===== src/uhcs_pkg.sv =====
// uhcs_pkg: constants and carriers for the host operating control block
// assumes a 32-bit APB slave on a 250 MHz clock
package uhcs_pkg;

  // register map, byte addresses on the APB
  localparam logic [7:0]  CTRL_RD_CODE   = 8'h01;
  localparam logic [7:0]  CTRL_WR_CODE   = 8'h81;
  localparam logic [11:0] ADDR_CTRL      = 12'h004;
  localparam logic [11:0] ADDR_EVENTS    = 12'h008;
  localparam logic [11:0] ADDR_SWRESET   = 12'h00C;

  // field positions in host_operating_control
  localparam int          RWE_BIT        = 10;
  localparam int          RWC_BIT        = 9;
  localparam int          FS_LSB         = 6;

  // bits in the events register
  localparam int          EV_RESUME_BIT  = 0;
  localparam int          EV_SOF_BIT     = 1;

  // reset values
  localparam logic        RWE_RESET      = 1'b0;
  localparam logic        RWC_RESET      = 1'b0;

  // timing
  localparam int          CLK_MHZ        = 250;
  localparam int          SOF_DELAY_US   = 1000;
  localparam int          SOF_DELAY_CYC  = SOF_DELAY_US * CLK_MHZ;
  localparam int          HUB_RST_CYC    = 16;

  typedef enum logic [1:0] {
    UHCS_BUS_RESET   = 2'b00,
    UHCS_BUS_RESUME  = 2'b01,
    UHCS_OPERATIONAL = 2'b10,
    UHCS_SUSPENDED   = 2'b11
  } uhcs_state_t;

  typedef struct packed {
    logic        remote_wakeup_enable;
    logic        remote_wakeup_connected;
    uhcs_state_t functional_state;
  } uhcs_ctrl_t;

endpackage


===== src/uhcs_top.sv =====
// uhcs_top: host operating control register, state field and SOF start timer
// assumes APB master on the same clock; resume pin arrives asynchronously
//
// Local design decisions: the address map and register access over APB.
`timescale 1ns/1ps
`default_nettype none

// Notes on behaviour
// [RQ1] wake-up signalled when wake-up enable and resume flag both set
// [RQ2] wake-up enable never gates the interrupt output
// [RQ3] firmware sets wake-up connected during power-on self test
// [RQ4] hardware reset clears wake-up connected; software reset keeps it
// [RQ5] state codes: 00 reset, 01 resume, 10 operational, 11 suspend
// [RQ6] entering operational starts SOF generation 1 ms later
// [RQ7] SOF start is shown by the frame start flag
// [RQ8] hardware changes the state field only while in suspend
// [RQ9] suspend moves to resume on downstream resume signalling
// [RQ10] software or hardware reset puts the state in bus reset
// [RQ11] hardware reset also resets the root hub and drives bus reset
// [RQ12] register read with code 01h, written with code 81h
// [RQ13] only the driver writes wake-up enable
// [RQ14] reserved bits ignore writes and read as zero
module uhcs_top #(
  parameter int SOF_DELAY = uhcs_pkg::SOF_DELAY_CYC
) (
  // clock and reset
  input  wire logic        I_REF_CLK,
  input  wire logic        I_RESETN,
  // apb slave
  input  wire logic        I_PSEL,
  input  wire logic        I_PENABLE,
  input  wire logic        I_PWRITE,
  input  wire logic [11:0] I_PADDR,
  input  wire logic [31:0] I_PWDATA,
  output logic      [31:0] O_PRDATA,
  output logic             O_PREADY,
  output logic             O_PSLVERR,
  // downstream and interrupt side
  input  wire logic        I_RESUME_DETECT,
  input  wire logic        I_IRQ_EVENT,
  output logic             O_IRQ,
  output logic             O_REMOTE_WAKEUP,
  output logic             O_SOF_ENABLE,
  output logic             O_ROOT_HUB_RESET,
  output logic      [1:0]  O_FUNCTIONAL_STATE
);

  uhcs_pkg::uhcs_ctrl_t ctrl;
  logic                 resume_meta;
  logic                 resume_sync;
  logic                 resume_prev;
  logic                 resume_rise;
  logic                 resume_flag;
  logic                 frame_start_flag;
  logic [31:0]          sof_cnt;
  logic                 sof_running;
  logic [4:0]           hub_cnt;
  logic                 wr_en;
  logic                 rd_ok;
  logic                 sw_reset;
  logic                 ctrl_wr;
  logic                 ev_wr;
  uhcs_pkg::uhcs_state_t prev_state;
  uhcs_pkg::uhcs_state_t wr_state;

  // single-cycle access: zero wait states keeps the slave trivial
  assign O_PREADY  = 1'b1;
  assign wr_en     = I_PSEL && I_PENABLE && I_PWRITE;
  assign rd_ok     = (I_PADDR == uhcs_pkg::ADDR_CTRL) || (I_PADDR == uhcs_pkg::ADDR_EVENTS)
                     || (I_PADDR == uhcs_pkg::ADDR_SWRESET);
  assign O_PSLVERR = I_PSEL && I_PENABLE && !rd_ok;
  // [RQ12] control read and write decode
  assign ctrl_wr   = wr_en && (I_PADDR == uhcs_pkg::ADDR_CTRL);
  assign ev_wr     = wr_en && (I_PADDR == uhcs_pkg::ADDR_EVENTS);
  assign sw_reset  = wr_en && (I_PADDR == uhcs_pkg::ADDR_SWRESET) && I_PWDATA[0];
  assign wr_state  = uhcs_pkg::uhcs_state_t'(I_PWDATA[uhcs_pkg::FS_LSB +: 2]);

  // two-flop synchroniser; only the second stage feeds logic
  always_ff @(posedge I_REF_CLK or negedge I_RESETN) begin
    if (!I_RESETN) begin
      resume_meta <= 1'b0;
      resume_sync <= 1'b0;
      resume_prev <= 1'b0;
    end else begin
      resume_meta <= I_RESUME_DETECT;
      resume_sync <= resume_meta;
      resume_prev <= resume_sync;
    end
  end
  assign resume_rise = resume_sync && !resume_prev;

  // [RQ4] connected bit: hardware reset only
  always_ff @(posedge I_REF_CLK or negedge I_RESETN) begin
    if (!I_RESETN) begin
      ctrl.remote_wakeup_connected <= uhcs_pkg::RWC_RESET;
    end else if (ctrl_wr) begin
      ctrl.remote_wakeup_connected <= I_PWDATA[uhcs_pkg::RWC_BIT];
    end
  end

  // [RQ13] enable bit changed by driver writes alone
  always_ff @(posedge I_REF_CLK or negedge I_RESETN) begin
    if (!I_RESETN) begin
      ctrl.remote_wakeup_enable <= uhcs_pkg::RWE_RESET;
    end else if (sw_reset) begin
      ctrl.remote_wakeup_enable <= uhcs_pkg::RWE_RESET;
    end else if (ctrl_wr) begin
      ctrl.remote_wakeup_enable <= I_PWDATA[uhcs_pkg::RWE_BIT];
    end
  end

  // [RQ10] both resets force bus reset state
  always_ff @(posedge I_REF_CLK or negedge I_RESETN) begin
    if (!I_RESETN) begin
      ctrl.functional_state <= uhcs_pkg::UHCS_BUS_RESET;
    end else if (sw_reset) begin
      ctrl.functional_state <= uhcs_pkg::UHCS_BUS_RESET;
    end else if (ctrl_wr) begin
      ctrl.functional_state <= wr_state;
    // [RQ8] [RQ9] autonomous move only out of suspend
    end else if (ctrl.functional_state == uhcs_pkg::UHCS_SUSPENDED && resume_rise) begin
      ctrl.functional_state <= uhcs_pkg::UHCS_BUS_RESUME;
    end
  end

  // [RQ6] 1 ms timer from entry into operational
  always_ff @(posedge I_REF_CLK or negedge I_RESETN) begin
    if (!I_RESETN) begin
      prev_state  <= uhcs_pkg::UHCS_BUS_RESET;
      sof_cnt     <= 32'h00000000;
      sof_running <= 1'b0;
    end else begin
      prev_state <= ctrl.functional_state;
      if (ctrl.functional_state != uhcs_pkg::UHCS_OPERATIONAL) begin
        sof_cnt     <= 32'h00000000;
        sof_running <= 1'b0;
      end else if (prev_state != uhcs_pkg::UHCS_OPERATIONAL) begin
        sof_cnt     <= 32'h00000001;
      end else if (!sof_running) begin
        if (sof_cnt >= 32'(SOF_DELAY)) begin
          sof_running <= 1'b1;
        end else begin
          sof_cnt <= sof_cnt + 32'h00000001;
        end
      end
    end
  end
  assign O_SOF_ENABLE = sof_running;

  // [RQ7] sticky frame start and resume flags; set wins over clear
  always_ff @(posedge I_REF_CLK or negedge I_RESETN) begin
    if (!I_RESETN) begin
      frame_start_flag <= 1'b0;
      resume_flag      <= 1'b0;
    end else begin
      if (sof_cnt == 32'(SOF_DELAY) && !sof_running &&
          ctrl.functional_state == uhcs_pkg::UHCS_OPERATIONAL) begin
        frame_start_flag <= 1'b1;
      end else if (ev_wr && I_PWDATA[uhcs_pkg::EV_SOF_BIT]) begin
        frame_start_flag <= 1'b0;
      end
      if (resume_rise && ctrl.functional_state == uhcs_pkg::UHCS_SUSPENDED) begin
        resume_flag <= 1'b1;
      end else if (ev_wr && I_PWDATA[uhcs_pkg::EV_RESUME_BIT]) begin
        resume_flag <= 1'b0;
      end
    end
  end

  // [RQ11] root hub reset pulse after hardware reset
  always_ff @(posedge I_REF_CLK or negedge I_RESETN) begin
    if (!I_RESETN) begin
      hub_cnt <= 5'h00;
    end else if (hub_cnt != 5'(uhcs_pkg::HUB_RST_CYC)) begin
      hub_cnt <= hub_cnt + 5'h01;
    end
  end
  assign O_ROOT_HUB_RESET = (hub_cnt != 5'(uhcs_pkg::HUB_RST_CYC));

  // [RQ1] wake-up signal
  assign O_REMOTE_WAKEUP = ctrl.remote_wakeup_enable && resume_flag;
  // [RQ2] interrupt independent of wake-up enable
  assign O_IRQ = I_IRQ_EVENT || resume_flag || frame_start_flag;
  assign O_FUNCTIONAL_STATE = ctrl.functional_state;

  // [RQ14] [RQ5] read mux, reserved bits zero
  always_ff @(posedge I_REF_CLK or negedge I_RESETN) begin
    if (!I_RESETN) begin
      O_PRDATA <= 32'h00000000;
    end else if (I_PSEL && !I_PENABLE && !I_PWRITE) begin
      O_PRDATA <= 32'h00000000;
      if (I_PADDR == uhcs_pkg::ADDR_CTRL) begin
        O_PRDATA[uhcs_pkg::RWE_BIT]          <= ctrl.remote_wakeup_enable;
        O_PRDATA[uhcs_pkg::RWC_BIT]          <= ctrl.remote_wakeup_connected;
        O_PRDATA[uhcs_pkg::FS_LSB +: 2]      <= ctrl.functional_state;
      end else if (I_PADDR == uhcs_pkg::ADDR_EVENTS) begin
        O_PRDATA[uhcs_pkg::EV_RESUME_BIT]    <= resume_flag;
        O_PRDATA[uhcs_pkg::EV_SOF_BIT]       <= frame_start_flag;
      end
    end
  end

  // [RQ4] connected bit survives software reset
  chk_rwc_sw_keep: assert property (@(posedge I_REF_CLK) disable iff (!I_RESETN)
    sw_reset && !ctrl_wr |=> $stable(ctrl.remote_wakeup_connected))
    else $error("connected bit changed by software reset");

  // [RQ10] software reset forces bus reset
  chk_swrst_state: assert property (@(posedge I_REF_CLK) disable iff (!I_RESETN)
    sw_reset |=> ctrl.functional_state == uhcs_pkg::UHCS_BUS_RESET)
    else $error("state not bus reset after software reset");

  // [RQ8] no autonomous change outside suspend
  chk_state_hold: assert property (@(posedge I_REF_CLK) disable iff (!I_RESETN)
    !ctrl_wr && !sw_reset && ctrl.functional_state != uhcs_pkg::UHCS_SUSPENDED
    |=> $stable(ctrl.functional_state))
    else $error("state changed without write");

  // [RQ9] resume taken from suspend
  chk_suspend_res: assert property (@(posedge I_REF_CLK) disable iff (!I_RESETN)
    resume_rise && !ctrl_wr && !sw_reset && ctrl.functional_state == uhcs_pkg::UHCS_SUSPENDED
    |=> ctrl.functional_state == uhcs_pkg::UHCS_BUS_RESUME)
    else $error("suspend did not move to resume");

  // [RQ13] enable bit stable without writes
  chk_rwe_stable: assert property (@(posedge I_REF_CLK) disable iff (!I_RESETN)
    !ctrl_wr && !sw_reset |=> $stable(ctrl.remote_wakeup_enable))
    else $error("wake-up enable changed by itself");

  // [RQ1] wake-up follows its causes
  chk_wakeup_out: assert property (@(posedge I_REF_CLK) disable iff (!I_RESETN)
    O_REMOTE_WAKEUP == (ctrl.remote_wakeup_enable && resume_flag))
    else $error("wake-up output wrong");

  // [RQ2] interrupt unaffected by enable
  chk_irq_indep: assert property (@(posedge I_REF_CLK) disable iff (!I_RESETN)
    resume_flag |-> O_IRQ)
    else $error("interrupt missing with resume flag");

  // [RQ6] no SOF before entry delay
  chk_sof_delay: assert property (@(posedge I_REF_CLK) disable iff (!I_RESETN)
    $rose(sof_running) |-> sof_cnt == 32'(SOF_DELAY))
    else $error("sof started at wrong count");

  // [RQ7] flag raised when SOF starts
  chk_sof_flag: assert property (@(posedge I_REF_CLK) disable iff (!I_RESETN)
    $rose(sof_running) |-> frame_start_flag)
    else $error("frame start flag not set");

  // [RQ11] hub reset lasts its count
  chk_hub_reset: assert property (@(posedge I_REF_CLK) disable iff (!I_RESETN)
    $fell(O_ROOT_HUB_RESET) |-> hub_cnt == 5'(uhcs_pkg::HUB_RST_CYC))
    else $error("hub reset length wrong");

  // [RQ14] reserved bits of control read zero, bit 8 left unchecked
  chk_rsvd_zero: assert property (@(posedge I_REF_CLK) disable iff (!I_RESETN)
    $past(I_PSEL && !I_PENABLE && !I_PWRITE && I_PADDR == uhcs_pkg::ADDR_CTRL)
    |-> (O_PRDATA & 32'hFFFFF83F) == 32'h00000000)
    else $error("reserved bits not zero");

  // [RQ14] reserved bits of events read zero
  chk_rsvd_events: assert property (@(posedge I_REF_CLK) disable iff (!I_RESETN) // [RQ14]
    $past(I_PSEL && !I_PENABLE && !I_PWRITE && I_PADDR == uhcs_pkg::ADDR_EVENTS)
    |-> (O_PRDATA & 32'hFFFFFFFC) == 32'h00000000)
    else $error("reserved event bits not zero");

  // [RQ5] state field read back in place
  chk_read_state: assert property (@(posedge I_REF_CLK) disable iff (!I_RESETN) // [RQ5]
    $past(I_PSEL && !I_PENABLE && !I_PWRITE && I_PADDR == uhcs_pkg::ADDR_CTRL)
    |-> O_PRDATA[uhcs_pkg::FS_LSB +: 2] == $past(ctrl.functional_state))
    else $error("state field read wrong");

  // [RQ12] control write lands the state
  chk_ctrl_write: assert property (@(posedge I_REF_CLK) disable iff (!I_RESETN) // [RQ12]
    ctrl_wr |=> ctrl.functional_state == $past(wr_state))
    else $error("state write lost");

  // [RQ13] enable bit follows driver write
  chk_rwe_write: assert property (@(posedge I_REF_CLK) disable iff (!I_RESETN) // [RQ13]
    ctrl_wr |=> ctrl.remote_wakeup_enable == $past(I_PWDATA[uhcs_pkg::RWE_BIT]))
    else $error("enable write lost");

  // [RQ10] software reset clears the enable bit
  chk_rwe_swrst: assert property (@(posedge I_REF_CLK) disable iff (!I_RESETN) // [RQ10]
    sw_reset |=> !ctrl.remote_wakeup_enable)
    else $error("enable kept over software reset");

  // [RQ4] connected bit follows driver write
  chk_rwc_write: assert property (@(posedge I_REF_CLK) disable iff (!I_RESETN) // [RQ4]
    ctrl_wr |=> ctrl.remote_wakeup_connected == $past(I_PWDATA[uhcs_pkg::RWC_BIT]))
    else $error("connected write lost");

  // [RQ4] connected bit holds without a write
  chk_rwc_hold: assert property (@(posedge I_REF_CLK) disable iff (!I_RESETN) // [RQ4]
    !ctrl_wr |=> $stable(ctrl.remote_wakeup_connected))
    else $error("connected bit changed by itself");

  // [RQ6] no SOF outside operational
  chk_sof_off: assert property (@(posedge I_REF_CLK) disable iff (!I_RESETN) // [RQ6]
    ctrl.functional_state != uhcs_pkg::UHCS_OPERATIONAL |=> !O_SOF_ENABLE)
    else $error("sof enabled outside operational");

  // [RQ6] SOF starts only from operational
  chk_sof_from_op: assert property (@(posedge I_REF_CLK) disable iff (!I_RESETN) // [RQ6]
    $rose(sof_running) |-> $past(ctrl.functional_state) == uhcs_pkg::UHCS_OPERATIONAL)
    else $error("sof started outside operational");

  // [RQ7] frame start flag sticky until cleared
  chk_flag_sticky: assert property (@(posedge I_REF_CLK) disable iff (!I_RESETN) // [RQ7]
    frame_start_flag && !(ev_wr && I_PWDATA[uhcs_pkg::EV_SOF_BIT]) |=> frame_start_flag)
    else $error("frame start flag dropped");

  // [RQ1] resume in suspend raises the flag
  chk_resume_flag: assert property (@(posedge I_REF_CLK) disable iff (!I_RESETN) // [RQ1]
    resume_rise && ctrl.functional_state == uhcs_pkg::UHCS_SUSPENDED |=> resume_flag)
    else $error("resume flag not set");

  // [RQ1] no wake-up while disabled
  chk_wake_off: assert property (@(posedge I_REF_CLK) disable iff (!I_RESETN) // [RQ1]
    !ctrl.remote_wakeup_enable |-> !O_REMOTE_WAKEUP)
    else $error("wake-up while disabled");

  // [RQ2] frame start flag reaches the interrupt
  chk_irq_sof: assert property (@(posedge I_REF_CLK) disable iff (!I_RESETN) // [RQ2]
    frame_start_flag |-> O_IRQ)
    else $error("interrupt missing with frame start flag");

  // [RQ2] other sources pass through
  chk_irq_ext: assert property (@(posedge I_REF_CLK) disable iff (!I_RESETN) // [RQ2]
    I_IRQ_EVENT |-> O_IRQ)
    else $error("external interrupt lost");

  // [RQ2] no interrupt without a source
  chk_irq_quiet: assert property (@(posedge I_REF_CLK) disable iff (!I_RESETN) // [RQ2]
    !I_IRQ_EVENT && !resume_flag && !frame_start_flag |-> !O_IRQ)
    else $error("interrupt without a source");

  // [RQ11] hub reset counter keeps moving
  chk_hub_count: assert property (@(posedge I_REF_CLK) disable iff (!I_RESETN) // [RQ11]
    O_ROOT_HUB_RESET |=> hub_cnt != 5'h00)
    else $error("hub reset counter stuck");

endmodule

`default_nettype wire


===== config.mk =====
export PLATFORM = sky130hd
export DESIGN_NAME = uhcs_top
export DESIGN_NICKNAME = d
export VERILOG_FILES = /design/src/uhcs_pkg.sv /design/src/uhcs_top.sv
export SDC_FILE = /design/constraint.sdc
export NUM_CORES = 1
export LEC_CHECK = 0
export ABC_AREA = 1
export BUFFER_PORTS_ARGS = -buffer_cell sky130_fd_sc_hd__buf_2
export CORE_ASPECT_RATIO = 0.6
export CORE_MARGIN = 2
export CORE_UTILIZATION = 25
export DETAILED_ROUTE_END_ITERATION = 16
export PLACE_DENSITY = 0.56
export SLEW_MARGIN = 10
export SYNTH_ARGS = -nofsm -noshare
export SYNTH_HDL_FRONTEND = slang
export SYNTH_SLANG_ARGS = --single-unit

===== constraint.sdc =====
create_clock -name I_REF_CLK -period 1.9 [get_ports I_REF_CLK]
set_clock_uncertainty 0.15 [all_clocks]
set_input_delay 0.095 -clock I_REF_CLK [delete_from_list [all_inputs] [get_ports I_REF_CLK]]
set_output_delay 0.095 -clock I_REF_CLK [all_outputs]
set_load 0.02 [all_outputs]

==> metrics.txt, run 1 <==
Leak=0.001905 uW; row count=32; Worst slew margin=about two thirds; yosys warns=0; Clock Path Buffers=2; CP Max Fanout=17; syn avg cell area=roughly 7.5 sq um; actual slew at the worst max-slew pin=about 0.50 ns; EDFF count, synth=0; total gr overflow=0; Worst IR Drop VDD=0.0002893 V; Post-Layout Cell Count=around 660; fin crit period=1.800 ns; f_max=around 560 MHz; clk_lat worst skew=0.29 ns; CTS tree=built; status=complete, no violations; worst hold path class=in -> reg; H-tree depth=2; Pre-Repair DR Iteration Count=5; #FFs+latches synth=55; Area growth, synth to finish=18.31%; Hold Crit Depth=4; core area=around 13000 sq um; total power=approximately 2200 uW; top cell type by total area after synthesis=dfrtp_1; Power Dens Cells=around 580 nW/um^2; critical path data arrival time=1.83 ns; prevailing post-synth register cell=dfrtp_1; HPWL after detailed placement=5.510 mm; largest net degree at the start of global routing=24; hold path start=I_PWDATA[1]; Final Hold Viols=0; Die X=about 150 microns; crit path kind=reg -> reg; period utilization=94.74%; GP Congestion=between 0.8 and 0.9; fill count=1348; share of cells above drive strength 1=19.47%; RR Endpoint=sof_cnt[0]$_DFFE_PN0P_; GRT Total Usage=approximately 11%; final net count=roughly 540; Final Util=30.12%; via count=2725; Worst R2R Path Depth=11; count of input and output buffers=37; DRT iter0 DRCs=164; max cap viols=0; cells after synthesis=432; Yosys top cell area share=between 40 and 50%; Num CTS Buffers=5; vias in the first global route=~2.5k; die area=13970 sq um; CP Data Required Time=1.93 ns; Vias/cell=4.141; max-slew violations=0; Hold Path End=frame_start_flag$_DFFE_PN0P_; DRT Wirelength=7.052 mm; Root Driver=clkbuf_16; Seq/Total Area, Yosys=42.32%; synthesized cell area=about 3300 sq um; asr flop ratio synth=100.0%; die height=92.35 microns; first-pass GRT wire length=12.19 mm; DRC viols=0; crit end category=flop; Reg-to-Reg Start=sof_cnt[0]$_DFFE_PN0P_; Cells after DPL=640; distinct cell type count after synthesis=32; clock slew at reported path FFs=0.07 ns; initial antenna violation count=0; Wirelength per Cell=10.72 microns; nature of the critical path startpoint=flop; Num Clock Sinks=55; top cells by area, synth=dfrtp_1, nand2_1, nor2_1, buf_4, nand3_1; R2R Setup Slk=0.10 ns; antenna cells=0; # IOs=91; Setup violations, final=0; antenna viol nets, final=0; initial core utilization=25.46%
-- layout make-up --
class | instances | area [sq um] | area share (%)
Multi-Input combinational cell | 305 | 1488 | 38.67
Sequential cell | 55 | 1376 | 35.77
Timing Repair Buffer | 60 | 397.9 | 10.34
Inverter | 60 | 229.0 | 5.951
Tap cell | 170 | 212.7 | 5.528
Clock buffer | 5 | 125.1 | 3.252
Clock inverter | 3 | 18.77 | 0.4878
-- placed cells by master, fill, tap and decap left out, types with 4 or more instances in the layout --
cell type	instances
inv_2	4
conb_1	27
buf_4	15
buf_2	37
o21ai_0	8
nor2_2	6
nand2_2	13
inv_1	54
dfrtp_1	55
xnor2_1	6
nor2_1	63
nand2_1	91
ha_1	4
dlygate4sd3_1	6
nand4_1	8
clkbuf_16	5
nor3_1	10
nand3_1	44
-- sequential cells by signal, indices dropped and copies added, names as in the netlist, 2 cells and up --
name	count
prev_state	2
O_FUNCTIONAL_STATE	2
ctrl	2
O_PRDATA	6
hub_cnt	5
sof_cnt	32
-- logic make-up after synthesis --
family / share of synthesized area (%)
AND/OR/NAND/NOR: 34.55
adder cells (fa/ha/maj): 1.539
AO/OA/AOI/OAI: 3.540
XOR/XNOR: 2.424
other: 0.2309
buffers and inverters: 15.39
flip-flops: 42.32
-- worst max-delay path, stage by stage, from the launching register on --
cell	delay [ns]
dfrtp_1	0.41
inv_1	0.09
ha_1	0.15
nand2_1	0.05
nor2_1	0.17
nand2_2	0.10
nor2_4	0.14
nor2_4	0.06
nand2_8	0.10
nand2_8	0.13
nand2_1	0.08
nand2_1	0.05
-- power breakdown --
part | internal, uW | switching [uW]
sequential | 1170 | 1.21
combinational | 33.5 | 94.9
clock | 489 | 421
total | 1700 | 517
-- Yosys cell counts (4+ instances only) --
cell type,count
buf_4,31
dfrtp_1,55
ha_1,4
inv_1,55
inv_2,4
nand2_1,93
nand2_2,11
nand3_1,44
nand4_1,8
nor2_1,64
nor2_2,5
nor3_1,11
o21ai_0,8
xnor2_1,6
-- per-stage QoR --
stage               setup WS (ns)  area (sq um)  TNS (ns)  hold WS, ns
floorplan                  0.2416          3346         0      -0.3506
global placement          0.09701          3578         0     -0.05321
detailed placement        0.08650          3578         0     -0.04518
CTS                       0.03353          3782         0     0.005185
global route            -0.008667          3847  -0.01702      0.01458
finish                     0.1000          3847         0      0.01340
-- per-layer routing --
layer | vias up | track usage (%) | wire [microns]
li1 | 1398 | - | -
met1 | 1262 | 16.95 | 3601
met2 | 61 | 15.05 | 2918
met3 | 4 | 2.808 | 466
met4 | 0 | 3.037 | 66
met5 | - | 0 | 0
-- worst max-delay path by stage --
stage | start | end | slack [ns] | cells past startpoint
after floorplan | sof_cnt[0]$_DFFE_PN0P_ | sof_cnt[8]$_DFFE_PN0P_ | 0.24 | 12
after global placement | O_FUNCTIONAL_STATE[0]$_DFFE_PN0P_ | sof_cnt[17]$_DFFE_PN0P_ | 0.1 | 5
after detailed placement | O_FUNCTIONAL_STATE[0]$_DFFE_PN0P_ | sof_cnt[30]$_DFFE_PN0P_ | 0.09 | 5
after CTS | hub_cnt[0]$_DFFE_PN0P_ | O_ROOT_HUB_RESET | 0.03 | 6
after global routing | sof_cnt[30]$_DFFE_PN0P_ | sof_cnt[13]$_DFFE_PN0P_ | -0.009 | 9
final | sof_cnt[0]$_DFFE_PN0P_ | sof_cnt[0]$_DFFE_PN0P_ | 0.10 | 11
-- timing repair --
action,in CTS,in global routing
buffers inserted,0,4
resized for setup,0,6
hold buffers,6,0
endpoints found under the setup margin,0,27
hold endpoints to repair,26,0
Note: power is estimated with default switching activity, not from simulation.
==> inputs of run 2 (changes only) <==
==> constraint.sdc (replaced) <==
create_clock -name I_REF_CLK -period 1.7 [get_ports I_REF_CLK]
set_clock_uncertainty 0.15 [all_clocks]
set_input_delay 0.085 -clock I_REF_CLK [delete_from_list [all_inputs] [get_ports I_REF_CLK]]
set_output_delay 0.085 -clock I_REF_CLK [all_outputs]
set_load 0.02 [all_outputs]
==> metrics.txt, run 2 (same netlist as run 1, synthesis figures left out) <==
status=complete, but fails checks (was complete, no violations); violated checks=negative setup slack; final net count=570 (was 542); total power=2707 uW (was 2213 uW); CP Data Required Time=1.80 ns (was 1.93 ns); GRT Total Usage=11.85% (was 11.03%); max reg flops=32 (unchanged); share of cells above drive strength 1=33.91% (was 19.47%); DRC viols=0 (unchanged); most common cell after layout, fill and taps aside=nand2_1 (unchanged); worst hold path class=in -> reg (unchanged); H-tree depth=2 (unchanged); RSZ-0062 raised after global routing=yes; Num CTS Buffers=5 (unchanged); fill count=1342 (was 1348); Flop pwr share=48.5% (was 53.1%); Worst IR Drop VDD=0.0003069 V (was 0.0002893 V); die area=13970 sq um (unchanged); final setup margin=-0.04498 ns (was 0.1000 ns); DRT Wirelength=8.332 mm (was 7.052 mm); GP Congestion=0.8652 (was 0.8687); Num Clock Sinks=55 (unchanged); vias in the first global route=2620 (was 2518); Final Util=34.24% (was 30.12%); via count=2899 (was 2725); crit end category=flop (unchanged); Area growth, synth to finish=34.47% (was 18.31%); dpl ws=-0.02981 ns (was 0.08650 ns); die height=92.35 microns (unchanged); row count=32 (unchanged); Hold Crit Depth=4 (unchanged); clk_lat worst skew=0.30 ns (was 0.29 ns); Combinational Power Share=5.5% (was 5.8%); initial antenna violation count=0 (unchanged); slowest stage delay, CP=0.42 ns (was 0.41 ns); Final Hold Viols=0 (unchanged); CP Max Fanout=4 (was 17); cell family with most CP delay=simple AND/OR/NAND/NOR gates (unchanged); Switching Share=22.63% (was 23.37%); crit path kind=reg -> reg (unchanged); Int Pwr=2094 uW (was 1696 uW); Clock Path Buffers=2 (unchanged); Setup Total Neg Slack=-0.06147 ns (was 0 ns); initial core utilization=25.46% (unchanged); crit-path cells=ha_2, nand2_4, nor2_4, nand2_2, nor2_4, nand2_1, nand2_1, nand3_1, nor2_1, nand2_2, nand2_1 (was inv_1, ha_1, nand2_1, nor2_1, nand2_2, nor2_4, nor2_4, nand2_8, nand2_8, nand2_1, nand2_1); Worst Hold Margin=0.05479 ns (was 0.01340 ns); max-slew violations=0 (unchanged); Leak=0.002109 uW (was 0.001905 uW); NetSw=612.6 uW (was 517.2 uW); Top reg by flops=sof_cnt (unchanged); most frequent cells in the layout=nand2_1, dfrtp_1, nor2_1 (was nand2_1, nor2_1, dfrtp_1); clock slew at reported path FFs=0.08 ns (was 0.07 ns); Power Dens Cells=619.0 nW/um^2 (was 575.3 nW/um^2); count of input and output buffers=37 (unchanged); HPWL after detailed placement=5.679 mm (was 5.510 mm); Pre-Repair DR Iteration Count=6 (was 5); Buf/Inv on CP=0 (was 1); Setup violations, final=4 (was 0); # IOs=91 (unchanged); Clk network pwr share=46.0% (was 41.1%); most used cell, CP=nand2_1 (unchanged); critical path data arrival time=1.84 ns (was 1.83 ns); Root Driver=clkbuf_16 (unchanged); fin crit period=1.745 ns (was 1.800 ns); antenna viol nets, final=0 (unchanged); max cap viols=0 (unchanged); total gr overflow=0 (unchanged); CTS tree=built (unchanged); CP max stage cell=dfrtp_1 (unchanged); Worst R2R Path Depth=11 (unchanged); nature of the critical path startpoint=flop (unchanged); cell count along the critical path=11 (unchanged); first-pass GRT wire length=13.10 mm (was 12.19 mm); DRT iter0 DRCs=161 (was 164); Vias/cell=4.226 (was 4.141); f_max=573.1 MHz (was 555.6 MHz); antenna cells=0 (unchanged); Die X=151.2 microns (unchanged); largest net degree at the start of global routing=56 (was 24); largest registers=sof_cnt x32, O_PRDATA x6, hub_cnt x5 (unchanged); period utilization=102.6% (was 94.74%); Wirelength per Cell=12.15 microns (was 10.72 microns); core area=12770 sq um (unchanged)
==> run 2: changes by cell type in the layout (fill, tap and decap cells not counted), sizes merged <==
cell	previous run	this run
buf	54	78
bufinv	0	1
clkbuf	5	7
clkinv	3	0
dlygate4sd3	6	7
inv	59	60
nand2	106	108
==> run 2: final timing paths <==
path | slack (ns) | endpoint | from
worst max register to register | -0.04 | sof_cnt[10]$_DFFE_PN0P_ | sof_cnt[1]$_DFFE_PN0P_
min in group asynchronous | 0.16 | sof_cnt[26]$_DFFE_PN0P_ | I_RESETN
worst min register to register | 0.22 | resume_sync$_DFF_PN0_ | resume_meta$_DFF_PN0_
worst min-delay path | 0.05 | resume_flag$_DFFE_PN0P_ | I_PWDATA[0]
worst max-delay path | -0.04 | sof_cnt[10]$_DFFE_PN0P_ | sof_cnt[1]$_DFFE_PN0P_
max in group asynchronous | 0.95 | sof_cnt[5]$_DFFE_PN0P_ | I_RESETN
==> run 2: worst min-delay path, stage by stage <==
cell,delay (ns)
buf_2,0.11
inv_1,0.05
nor3_1,0.04
o21ai_0,0.17
==> run 2: through the flow <==
stage	area, sq um	std cells
global route	4373	686
global placement	3719	657
CTS	3978	672
floorplan	3346	457
detailed placement	3719	657
finish	4373	686
==> run 2: power by group through the flow <==
stage	sequential (uW)	clock, uW	combinational (uW)
final	1310	1240	150
after detailed placement	1340	0	137
after CTS	1310	1280	150
after floorplan	1340	0	118
after global routing	1310	1330	167
after global placement	1340	0	135
==> run 2: final cells by class <==
type	count	area (sq um)	area share [%]
clock buffer	6	138.9	3.176
clock inverter	2	38.79	0.8870
inverter	60	229.0	5.236
multi-input combinational	307	1748	39.97
sequential	55	1379	31.53
tap	170	212.7	4.864
timing repair buffer	86	626.9	14.33
==> run 2: routing by layer <==
metal	track usage [%]	vias up	share of wire, %
met3	2.808	7	5.5
met4	3.115	0	1.1
met5	0	-	0
met1	18.26	1360	50
met2	16.33	81	43
li1	-	1451	-
==> run 2: timing repair <==
item	CTS	global route
setup endpoints to repair	17	33
endpoints found under the hold margin	61	0
pin swaps	3	36
resized for setup	3	75
gates cloned	0	3
buffers inserted	0	11
hold buffers	7	0
